### config.mk
export PLATFORM = sky130hd
export DESIGN_NAME = dram_mpr_mrs_zq_control
export DESIGN_NICKNAME = d
export VERILOG_FILES = /design/src/rtl/burst_shifter.v /design/src/rtl/dram_mpr_mrs_zq_control.v
export VERILOG_INCLUDE_DIRS = /design/src /design/src/rtl
export SDC_FILE = /design/constraint.sdc
export NUM_CORES = 1
export LEC_CHECK = 0
export BUFFER_PORTS_ARGS = -buffer_cell sky130_fd_sc_hd__buf_2
export CORE_ASPECT_RATIO = 0.75
export CORE_UTILIZATION = 50
export DETAILED_ROUTE_END_ITERATION = 10
export GPL_ROUTABILITY_DRIVEN = 0
export PLACE_DENSITY = 0.78
export SLEW_MARGIN = 20
export SYNTH_ARGS = -nofsm -noshare
export SYNTH_HDL_FRONTEND = slang
export SYNTH_SLANG_ARGS = --single-unit
### constraint.sdc
create_clock -name i_ref_clk -period 5.7 [get_ports i_ref_clk]
set_input_delay 0.57 -clock i_ref_clk [delete_from_list [all_inputs] [get_ports i_ref_clk]]
set_output_delay 0.57 -clock i_ref_clk [all_outputs]
set_load 0.005 [all_outputs]
### src/rtl/dram_ctl_defines.vh
// Functional notes
// - pattern mode select 00 returns alternating bits
// - eight-beat pattern read outputs positions 0..7
// - chopped read: addr bit2 picks nibble
// - position 0 is lsb, 7 is msb
// - enable takes effect after mrd and mod waits; the code waits the mod time only and never uses mrd
// - pattern burst follows after additive plus cas latency
// - mode set: bank picks register, address is value
// - device accepts long and short calibration commands
// - calibration accepted during dll reset and lock
// - calibration pin current path off when done
// - enable zero ignores select, normal array access
`ifndef DRAM_CTL_DEFINES_VH
`define DRAM_CTL_DEFINES_VH
// ----------------------------------------
// command encodings {cs_n, ras_n, cas_n, we_n}
// ----------------------------------------
`define CMD_MRS      4'h0
`define CMD_READ     4'h5
`define CMD_WRITE    4'h4
`define CMD_ZQ       4'h6
// ----------------------------------------
// mode register fields
// ----------------------------------------
`define MR3_PAT_EN   2
`define MR0_BL_LO    0
`define MR0_CL_LO    4
`define MR1_AL_LO    3
`define A_BC_BIT     12
`define A_ZQ_LONG    10
`define SEL_PATTERN  2'h0
`define PATTERN_BYTE 8'haa
// ----------------------------------------
// timing in clocks
// ----------------------------------------
`define T_MRD_CK     4
`define T_MOD_CK     12
`define T_ZQINIT_CK  512
`define T_ZQOPER_CK  256
`define T_ZQCS_CK    64
`endif

### src/rtl/burst_shifter.v
`timescale 1ns/1ps
`include "dram_ctl_defines.vh"
// ----------------------------------------
// burst shifter: serialises one beat per clock
// ----------------------------------------
module burst_shifter (
    // clock and reset
    input  wire       i_ref_clk,
    input  wire       i_rst_n,
    // load side
    input  wire       i_load,
    input  wire [7:0] i_bits,
    input  wire [3:0] i_beats,
    // beat side
    output reg        o_valid,
    output reg        o_bit
);
    reg [7:0] sh_q;   // remaining bits, lsb first
    reg [3:0] cnt_q;  // beats left

    // shift lsb out first so position 0 leaves first
    always @(posedge i_ref_clk or negedge i_rst_n) begin
        if (!i_rst_n) begin
            sh_q    <= 8'h00;
            cnt_q   <= 4'h0;
            o_valid <= 1'b0;
            o_bit   <= 1'b0;
        end else if (i_load) begin
            sh_q    <= {1'b0, i_bits[7:1]};
            cnt_q   <= i_beats - 4'h1;
            o_valid <= 1'b1;
            o_bit   <= i_bits[0];
        end else if (cnt_q != 4'h0) begin
            sh_q    <= {1'b0, sh_q[7:1]};
            cnt_q   <= cnt_q - 4'h1;
            o_valid <= 1'b1;
            o_bit   <= sh_q[0];
        end else begin
            o_valid <= 1'b0;
            o_bit   <= 1'b0;
        end
    end
endmodule // burst_shifter

### src/rtl/dram_mpr_mrs_zq_control.v
// Our own choices: the strobed register port and the register addresses.
`timescale 1ns/1ps
`include "dram_ctl_defines.vh"
// ----------------------------------------
// mode set, pattern readout and calibration control
// ----------------------------------------
module dram_mpr_mrs_zq_control (
    // clock and reset
    input  wire        i_ref_clk,
    input  wire        i_rst_n,
    // command bus from the controller, same clock
    input  wire        i_cs_n,
    input  wire        i_ras_n,
    input  wire        i_cas_n,
    input  wire        i_we_n,
    input  wire [2:0]  i_ba,
    input  wire [13:0] i_addr,
    // array read data for normal reads
    input  wire [7:0]  i_array_bits,
    // read data out, one beat per clock
    output reg         o_dq_valid,
    output reg         o_dq_bit,
    // array access steering
    output reg         o_array_rd,
    output reg         o_array_wr,
    // mode register views
    output reg  [13:0] o_mode0,
    output reg  [13:0] o_mode1,
    output reg  [13:0] o_mode2,
    output reg  [13:0] o_mode3,
    // status
    output reg         o_pattern_mode,
    output reg         o_mode_busy,
    output reg         o_zq_busy,
    output reg         o_zq_long,
    output reg         o_zq_pin_on
);
    // ----------------------------------------
    // command decode
    // ----------------------------------------
    wire [3:0] cmd = {i_cs_n, i_ras_n, i_cas_n, i_we_n};
    wire is_mrs   = (cmd == `CMD_MRS);
    wire is_read  = (cmd == `CMD_READ);
    wire is_write = (cmd == `CMD_WRITE);
    wire is_zq    = (cmd == `CMD_ZQ);

    reg  [13:0] mr_q [0:3];     // mode registers 0..3
    reg  [4:0]  mod_cnt_q;      // wait until new settings apply
    reg  [13:0] mr3_pend_q;     // mode register three value waiting for tmod
    reg         pend_q;         // mode register three update pending
    reg  [9:0]  zq_cnt_q;       // calibration time left
    reg  [5:0]  lat_cnt_q;      // read latency countdown
    reg  [7:0]  lat_bits_q;     // burst held until latency ends
    reg  [3:0]  lat_beats_q;    // beats held until latency ends
    reg         load_q;         // launch burst
    wire        sh_valid;
    wire        sh_bit;

    // ----------------------------------------
    // constants sized to the registers they load
    // ----------------------------------------
    // declared at the target width so no load silently drops bits
    localparam [4:0] t_mod_ck      = `T_MOD_CK;      // mode update wait
    localparam [9:0] t_zq_long_ck  = `T_ZQINIT_CK;   // long calibration span
    localparam [9:0] t_zq_short_ck = `T_ZQCS_CK;     // short calibration span
    localparam [7:0] pat_byte      = `PATTERN_BYTE;  // alternating pattern, lsb first

    // pattern mode active; reserved select codes return array data but array access stays off
    wire pat_on = mr_q[3][`MR3_PAT_EN];
    wire pat_sel_ok = (mr_q[3][1:0] == `SEL_PATTERN);

    // read latency = additive + cas latency
    function [5:0] read_latency;
        input [13:0] m0;
        input [13:0] m1;
        reg   [5:0]  cl;
        reg   [5:0]  al;
        begin
            cl = {2'b00, m0[`MR0_CL_LO+3:`MR0_CL_LO]} + 6'h4;
            case (m1[`MR1_AL_LO+1:`MR1_AL_LO])
                2'h1:    al = cl - 6'h1;
                2'h2:    al = cl - 6'h2;
                default: al = 6'h0;
            endcase
            read_latency = cl + al;
        end
    endfunction

    // chop decision: fixed chop, or on-the-fly with a12 low
    function chop_sel;
        input [1:0] bl;
        input       a12;
        begin
            case (bl)
                2'h2:    chop_sel = 1'b1;
                2'h1:    chop_sel = ~a12;
                default: chop_sel = 1'b0;
            endcase
        end
    endfunction

    wire       chop = chop_sel(mr_q[0][`MR0_BL_LO+1:`MR0_BL_LO], i_addr[`A_BC_BIT]);
    // nibble select: a2 picks lower or upper half of the pattern
    // both nibbles of the pattern carry 0,1,0,1 so either half starts low
    wire [7:0] pat_bits = (chop & i_addr[2]) ? {4'h0, pat_byte[7:4]}
                                             : pat_byte;
    wire [7:0] rd_bits  = (pat_on && pat_sel_ok) ? pat_bits
                                                 : i_array_bits;
    wire [3:0] rd_beats = chop ? 4'h4 : 4'h8;

    // ----------------------------------------
    // mode register set
    // ----------------------------------------
    // mode registers 0..2 load at once; register three waits tmod so
    // reads keep their old source until the new mode is in force
    always @(posedge i_ref_clk or negedge i_rst_n) begin
        if (!i_rst_n) begin
            mr_q[0]    <= 14'h0000;
            mr_q[1]    <= 14'h0000;
            mr_q[2]    <= 14'h0000;
            mr_q[3]    <= 14'h0000;
            mr3_pend_q <= 14'h0000;
            pend_q     <= 1'b0;
            mod_cnt_q  <= 5'h00;
        end else begin
            if (is_mrs && (i_ba[2] == 1'b0)) begin
                // any accepted mode set restarts the update wait
                mod_cnt_q <= t_mod_ck;
                if (i_ba[1:0] == 2'h3) begin
                    mr3_pend_q <= i_addr;
                    pend_q     <= 1'b1;
                end else begin
                    mr_q[i_ba[1:0]] <= i_addr;
                end
            end else if (mod_cnt_q != 5'h00) begin
                mod_cnt_q <= mod_cnt_q - 5'h01;
                if ((mod_cnt_q == 5'h01) && pend_q) begin
                    mr_q[3] <= mr3_pend_q;
                    pend_q  <= 1'b0;
                end
            end
        end
    end

    // ----------------------------------------
    // read launch with latency
    // ----------------------------------------
    always @(posedge i_ref_clk or negedge i_rst_n) begin
        if (!i_rst_n) begin
            lat_cnt_q   <= 6'h00;
            lat_bits_q  <= 8'h00;
            lat_beats_q <= 4'h0;
            load_q      <= 1'b0;
        end else begin
            load_q <= 1'b0;
            if (is_read) begin
                lat_cnt_q   <= read_latency(mr_q[0], mr_q[1]) - 6'h1;
                lat_bits_q  <= rd_bits;
                lat_beats_q <= rd_beats;
                if (read_latency(mr_q[0], mr_q[1]) == 6'h1) begin
                    load_q <= 1'b1;
                end
            end else if (lat_cnt_q != 6'h00) begin
                lat_cnt_q <= lat_cnt_q - 6'h01;
                if (lat_cnt_q == 6'h01) begin
                    load_q <= 1'b1;
                end
            end
        end
    end

    burst_shifter u_shift (
        .i_ref_clk (i_ref_clk),
        .i_rst_n   (i_rst_n),
        .i_load    (load_q),
        .i_bits    (lat_bits_q),
        .i_beats   (lat_beats_q),
        .o_valid   (sh_valid),
        .o_bit     (sh_bit)
    );

    // ----------------------------------------
    // impedance calibration
    // ----------------------------------------
    // accepted regardless of dll state; a new command restarts the count
    always @(posedge i_ref_clk or negedge i_rst_n) begin
        if (!i_rst_n) begin
            zq_cnt_q  <= 10'h000;
            o_zq_long <= 1'b0;
        end else if (is_zq) begin
            o_zq_long <= i_addr[`A_ZQ_LONG];
            // address bit ten picks the long or the short span
            zq_cnt_q  <= i_addr[`A_ZQ_LONG] ? t_zq_long_ck : t_zq_short_ck;
        end else if (zq_cnt_q != 10'h000) begin
            zq_cnt_q <= zq_cnt_q - 10'h001;
        end
    end

    // ----------------------------------------
    // registered outputs
    // ----------------------------------------
    always @(posedge i_ref_clk or negedge i_rst_n) begin
        if (!i_rst_n) begin
            o_dq_valid     <= 1'b0;
            o_dq_bit       <= 1'b0;
            o_array_rd     <= 1'b0;
            o_array_wr     <= 1'b0;
            o_mode0        <= 14'h0000;
            o_mode1        <= 14'h0000;
            o_mode2        <= 14'h0000;
            o_mode3        <= 14'h0000;
            o_pattern_mode <= 1'b0;
            o_mode_busy    <= 1'b0;
            o_zq_busy      <= 1'b0;
            o_zq_pin_on    <= 1'b0;
        end else begin
            o_dq_valid     <= sh_valid;
            o_dq_bit       <= sh_bit;
            // array touched only outside pattern mode
            o_array_rd     <= is_read & ~pat_on;
            o_array_wr     <= is_write & ~pat_on;
            o_mode0        <= mr_q[0];
            o_mode1        <= mr_q[1];
            o_mode2        <= mr_q[2];
            o_mode3        <= mr_q[3];
            o_pattern_mode <= pat_on;
            o_mode_busy    <= is_mrs | (mod_cnt_q > 5'h01);
            o_zq_busy      <= is_zq | (zq_cnt_q > 10'h001);
            // current path through the pin only while calibrating
            o_zq_pin_on    <= is_zq | (zq_cnt_q > 10'h001);
        end
    end
endmodule // dram_mpr_mrs_zq_control

======== Word level (Yosys, flattened, before mapping) ========
Index checks and enable logic that the tools add are counted.
word-level totals
  bits of input ports ..................... 31
  bits in registers ....................... 183
  output and inout bits ................... 65
  word-level logic and storage cells ...... 120
operators by class
  bitwise operators ....................... 10
  add/subtract/negate cells ............... 10
  mux-type cells .......................... 36
  $lt $le $gt $ge ......................... 4
  equal/unequal tests ..................... 13
  reductions and logical operators ........ 19
operators by type and width
  cell                                                            number
  two-way mux 14 bit                                              5
  bitwise mux 56 bit                                              1
  two-way mux 8 bit                                               4
  two-way mux 10 bit                                              3
  demux 14 bit (select 2 bit)                                     1
  two-way mux 6 bit                                               3
  == test 4 x 3 -> 1 bit, second input constant                   3
  == test 6 x 1 -> 1 bit, second input constant                   2
  two-way mux 1 bit                                               12
  two-way mux 4 bit                                               3
  one-hot mux 6 bit (2 select lines)                              1
  subtractor 6 x 1 -> 6 bit, second input constant                2
  greater-than comparator 10 x 1 -> 1 bit, second input constant  1
  two-way mux 5 bit                                               2
  nonzero test 10 bit                                             1
  nonzero test 2 bit                                              5
  subtractor 10 x 1 -> 10 bit, second input constant              1
  subtractor 4 x 1 -> 4 bit, second input constant                2
  adder 5 x 6 -> 6 bit                                            1
  == test 2 bit, second input constant                            3
  AND reduction 3 bit                                             2
  nonzero test 6 bit                                              1
  subtractor 5 x 1 -> 6 bit, second input constant                1
  subtractor 5 x 2 -> 6 bit, second input constant                1
  other kinds (20)                                                31

======== Longest topological paths before layout ========
  word-level depth ........................ 8
  depth in mapped cells ................... 12
  mapped depth without buffers ............ 12

======== By module ========
A second synthesis with hierarchy kept.
unflattened totals
  cells, all modules ...................... 540
  area, all modules ....................... 7125.6 um^2
modules (own cells, without submodules)
  module                   cells each  area an instance (um^2)  instances
  dram_mpr_mrs_zq_control  484         6521.3                   1
  burst_shifter            56          604.3                    1

======== Worst setup path before layout ========
Ideal clock, no wire load.
  kind .................................... register to register
  start ................................... reg mr_q[48] (netlist bit)
  end ..................................... reg lat_cnt_q[5]
  clock period less this slack ............ 2.729 ns
  slack ................................... 2.971 ns
  stages on the path, launching flop included .. 12
  arrival ................................. 2.652 ns
  buffers on the path ..................... 0
  cells stage by stage .................... dfrtp_1 -> inv_1 -> ha_1 -> nand3_1 -> o21ai_0 -> a211oi_1 -> ha_1 -> and3_1 -> or3_1 -> a221oi_1 -> xnor3_1 -> a21oi_1
between the ends
  word-level cells in the longest chain between the ends .. 7
  elaborated cells between the ends (all ways) .. 8
ends and longest elaborated chain
  element                                                                        RTL line                                                    RTL
  from (decl)                                                                    dram_mpr_mrs_zq_control.v:47                                reg [13:0] mr_q [0:3];
  from (signal, indexed assignment)                                              dram_mpr_mrs_zq_control.v:133                               mr_q[i_ba[1:0]] <= i_addr;
  adder 4 x 3 -> 5 bit *                                                         dram_mpr_mrs_zq_control.v:79                                cl = {2'b00, m0[`MR0_CL_LO+3:`MR0_CL_LO]} + 6'h4;
  subtractor 5 x 2 -> 6 bit / subtractor 5 x 1 -> 6 bit (equally long branches)  dram_mpr_mrs_zq_control.v:82, dram_mpr_mrs_zq_control.v:81
  one-hot mux 6 bit (2 select lines)                                             dram_mpr_mrs_zq_control.v:80                                case (m1[`MR1_AL_LO+1:`MR1_AL_LO])
  two-way mux 6 bit                                                              dram_mpr_mrs_zq_control.v:156                               if (is_read) begin
  adder 5 x 6 -> 6 bit *                                                         dram_mpr_mrs_zq_control.v:85                                read_latency = cl + al;
  subtractor 6 x 1 -> 6 bit *                                                    dram_mpr_mrs_zq_control.v:157                               lat_cnt_q <= read_latency(mr_q[0], mr_q[1]) - 6'h1;
  two-way mux 6 bit *                                                            dram_mpr_mrs_zq_control.v:156
  to (signal assigned)                                                           dram_mpr_mrs_zq_control.v:157
  to (signal assigned)                                                           dram_mpr_mrs_zq_control.v:164                               lat_cnt_q <= lat_cnt_q - 6'h01;
  to (decl)                                                                      dram_mpr_mrs_zq_control.v:52                                reg [5:0] lat_cnt_q;
Mark *: on every way between the ends. The rest lies on a longest branch, timed or not. The select of a mux whose other input is x is not followed.
A chain may end at the register's enable or synchronous reset.

======== Worst setup path after layout ========
  start ................................... reg mr_q[32] (netlist bit)
  end ..................................... reg lat_cnt_q[5]
between the ends
  word-level cells in the longest chain between the ends .. 6
  elaborated cells between the ends (all ways) .. 7
ends and longest elaborated chain
  element                                                         RTL line
  == test 2 bit / == test 2 x 1 -> 1 bit (equally long branches)  dram_mpr_mrs_zq_control.v:80
  one-hot mux 6 bit (2 select lines) *                            dram_mpr_mrs_zq_control.v:80
  two-way mux 6 bit *                                             dram_mpr_mrs_zq_control.v:156
  adder 5 x 6 -> 6 bit *                                          dram_mpr_mrs_zq_control.v:85
  subtractor 6 x 1 -> 6 bit *                                     dram_mpr_mrs_zq_control.v:157
  two-way mux 6 bit *                                             dram_mpr_mrs_zq_control.v:156
Marked as above.

==> summary.md <==
| Metric | Value |
|---|---|
| CORE AREA | `13700 µm²` |
| Vias | `4380` |
| Syn avg cell area | `13.3 µm²` |
| CP endpoint | `lat_cnt_q[5]$_DFFE_PN0P_` |
| Most common cell after layout, fill and taps aside | `dfrtp_1` |
| Nets | `687` |
| PwrDens | `455 nW/µm²` |
| Post-Syn Area | `7010 µm²` |
| Number of synthesis warnings | `0` |
| Initial core utilization | `51.2%` |
| DP HPWL | `9060 µm` |
| P_leak | `4.17 nW` |
| Share of cells above drive strength 1 | `30.8%` |
| Min-Delay Path Class | `in -> async` |
| Crit path from | `mr_q[32]$_DFFE_PN0P_` |
| Die span in x | `139 µm` |
| GR peak layer | `met2` |
| Critical Path Fanout Max | `7` |
| Syn Inst Count | `529` |
| # setup viols final | `0` |
| Post-CTS Repair Setup Buffers | `0` |
| Min Tclk post-route | `3.04 ns` |
| R2R cell count | `12` |
| Initial DRC count | `281` |
| Peak VDD IR | `246 µV` |
| Met2 GRT Util | `32.6%` |
| CTS Buf Count | `17` |
| Synth unique cells | `54` |
| Area Overhead vs Synth | `18.1%` |
| Seq pwr share | `46.3%` |
| Outcome | `finished with violations` |
| Root buffer cell | `clkbuf_16` |
| Met3 usage | `6.19%` |
| Mapped Nets | `583` |
| Cell Int Power | `2.67 mW` |
| FMAX | `329 MHz` |
| DIE AREA | `14500 µm²` |
| Maximum clock insertion buffer count | `2` |
| Max Cap Viol | `0` |
| Worst skew pair latency | `0.43 ns` |
| Initial antenna violation count | `0` |
| Global Route Usage Sum | `20.3%` |
| Number of synthesized flops with an enable pin | `0` |
| Die H | `105 µm` |
| Crit path launch type | `register` |
| Critical R2R Capture | `lat_cnt_q[5]$_DFFE_PN0P_` |
| Routed length per instance | `16.6 µm` |
| Largest net degree at the start of global routing | `103` |
| Failing checks | `design-rule violations` |
| Hold Buf Count CTS | `0` |
| Worst r2r src | `mr_q[32]$_DFFE_PN0P_` |
| Global route overflow | `0` |
| Critical path class | `reg -> reg` |
| Switching power total | `1.10 mW` |
| H-tree Lvls | `4` |
| M1 GR Usage | `26.1%` |
| CTS tree | `done` |
| Async set-reset flop share out of synthesis | `100%` |
| Required time of the critical path | `6.04 ns` |
| Final Util | `60.5%` |
| Comb power frac | `21.8%` |
| Vias in the first global route | `4481` |
| Clk sinks | `179` |
| Post-route ant nets | `0` |
| RSZ-0062 raised after global routing | `false` |
| I/O Pins | `96` |
| Commonest cells after routing, fill and taps aside | `dfrtp_1, buf_2, mux2_2` |
| Port Buf Inserts | `95` |
| Count of pins over their slew limit | `0` |
| Std cell rows | `37` |
| Slew margin rel. | `36.0%` |
| Hold Fails Final Rpt | `0` |
| Reg2Reg Setup Slack | `2.66 ns` |
| First-pass GRT wire length | `22400 µm` |
| Total Routed Length | `13700 µm` |
| Flops & latches, synth | `179` |
| Power share of the clock group | `31.9%` |
| Final Cell Area | `8290 µm²` |
| Total negative slack | `0 ns` |
| Skew final | `0.0195 ns` |
| Residual DRC | `4` |
| Critical path arrival | `3.38 ns` |
| Vias per cell | `5.33` |
| Top_reg_cell synth | `dfrtp_1` |
| Fin crit share | `53.4%` |
| TritonRoute pass-1 iters | `7` |
| Design Power | `3.77 mW` |
| Diode count | `0` |
| Net Sw Frac | `29.3%` |
| Crit end category | `register` |
| DP Area | `7670 µm²` |
| Clock Pin Slew Worst Setup and Hold Paths | `0.06 ns` |
| Slew @ Worst Pin | `0.960 ns` |
| Number of gates resized after cts | `0` |
| Sequential area share after synthesis | `63.9%` |
## critical path: stages, from the launching register on
cell      delay, ns
dfrtp_1        0.40
inv_1          0.11
ha_1           0.34
nand3_1        0.11
nand3_1        0.09
o21ai_0        0.09
a211oi_1       0.23
ha_1           0.32
and3_1         0.19
or3_1          0.37
a221oi_1       0.30
xnor3_1        0.25
a21oi_1        0.15
## power groups by stage
stage	Combinational, mW	Clock [mW]	Sequential (mW)
floorplan	0.565	0	1.72
global placement	0.774	0	1.75
detailed placement	0.816	0	1.76
CTS	0.827	1.22	1.75
global route	0.926	1.27	1.78
finish	0.821	1.20	1.75
## through the flow
step / setup WS, ns / hold slack [ns] / cells
floorplan: 2.97 / 0.274 / 529
global placement: 2.72 / 0.338 / 789
detailed placement: 2.66 / 0.336 / 789
CTS: 2.69 / 0.288 / 821
global route: 2.43 / 0.325 / 821
finish: 2.66 / 0.240 / 821
## sequential cells by signal, indices dropped and copies added (netlist names), 4 cells and up
signal,cells
lat_bits_q,8
lat_cnt_q,6
mod_cnt_q,5
mr3_pend_q,14
mr_q,56
o_mode0,14
o_mode1,14
o_mode2,14
o_mode3,14
u_shift.cnt_q,4
u_shift.sh_q,7
zq_cnt_q,10
## logic make-up (layout without fill, tap and decap cells)
| logic type | after synthesis | after routing | share of synthesized area, % |
|---|---|---|---|
| buffers and inverters | 37 | 154 | 2.48 |
| AO/OA/AOI/OAI | 68 | 68 | 6.12 |
| flip-flops | 179 | 179 | 63.9 |
| AND/OR/NAND/NOR | 132 | 132 | 9.22 |
| multiplexers | 70 | 70 | 11.4 |
| adder cells (fa/ha/maj) | 23 | 23 | 4.21 |
| XOR/XNOR | 20 | 20 | 2.69 |
## cell type report
type,count,area (µm²)
clock buffers,20,447
repair buffers,100,519
multi-input cells,313,2370
flip-flops and latches,179,4480
clock inverters,12,166
fillers,1026,5420
well taps,175,219
inverters,22,82.6
## metal layers
layer  wire, µm  vias up
met3        600        9
li1           -     2036
met4        138        0
met5          0        -
met2       6770       88
met1       6140     2247
## synth_stat cells (all sizes together), types with 3 or more instances
library cell / count / area share (%)
o21ai: 27 / 1.9
clkbuf: 7 / 0.37
a22o: 4 / 0.50
xnor2: 10 / 1.2
nor2b: 4 / 0.36
o31ai: 3 / 0.32
nand2b: 5 / 0.45
or3: 4 / 0.36
nor3b: 6 / 0.80
mux2: 62 / 10
a21oi: 10 / 0.71
dfrtp: 179 / 64
xor2: 9 / 1.1
a211oi: 7 / 0.75
nor2: 33 / 1.8
nand2: 48 / 2.6
ha: 22 / 3.9
o211ai: 3 / 0.32
inv: 21 / 1.1
nor4: 4 / 0.36
mux2i: 8 / 1.1
nor3: 7 / 0.50
nand3: 9 / 0.71
buf: 8 / 0.93
a21o: 3 / 0.32
## how the worst min path moves through the flow
stage | to | slack, ns | cells past startpoint
floorplan | lat_beats_q[2]$_DFFE_PN0P_ | 0.27 | 0
finish | o_mode2[7]$_DFF_PN0_ | 0.24 | 1
detailed placement | o_dq_valid$_DFF_PN0_ | 0.34 | 0
global placement | o_dq_valid$_DFF_PN0_ | 0.34 | 0
CTS | o_mode2[12]$_DFF_PN0_ | 0.29 | 1
global route | mr_q[21]$_DFFE_PN0P_ | 0.33 | 1
Power figures use the tool's default switching activity.
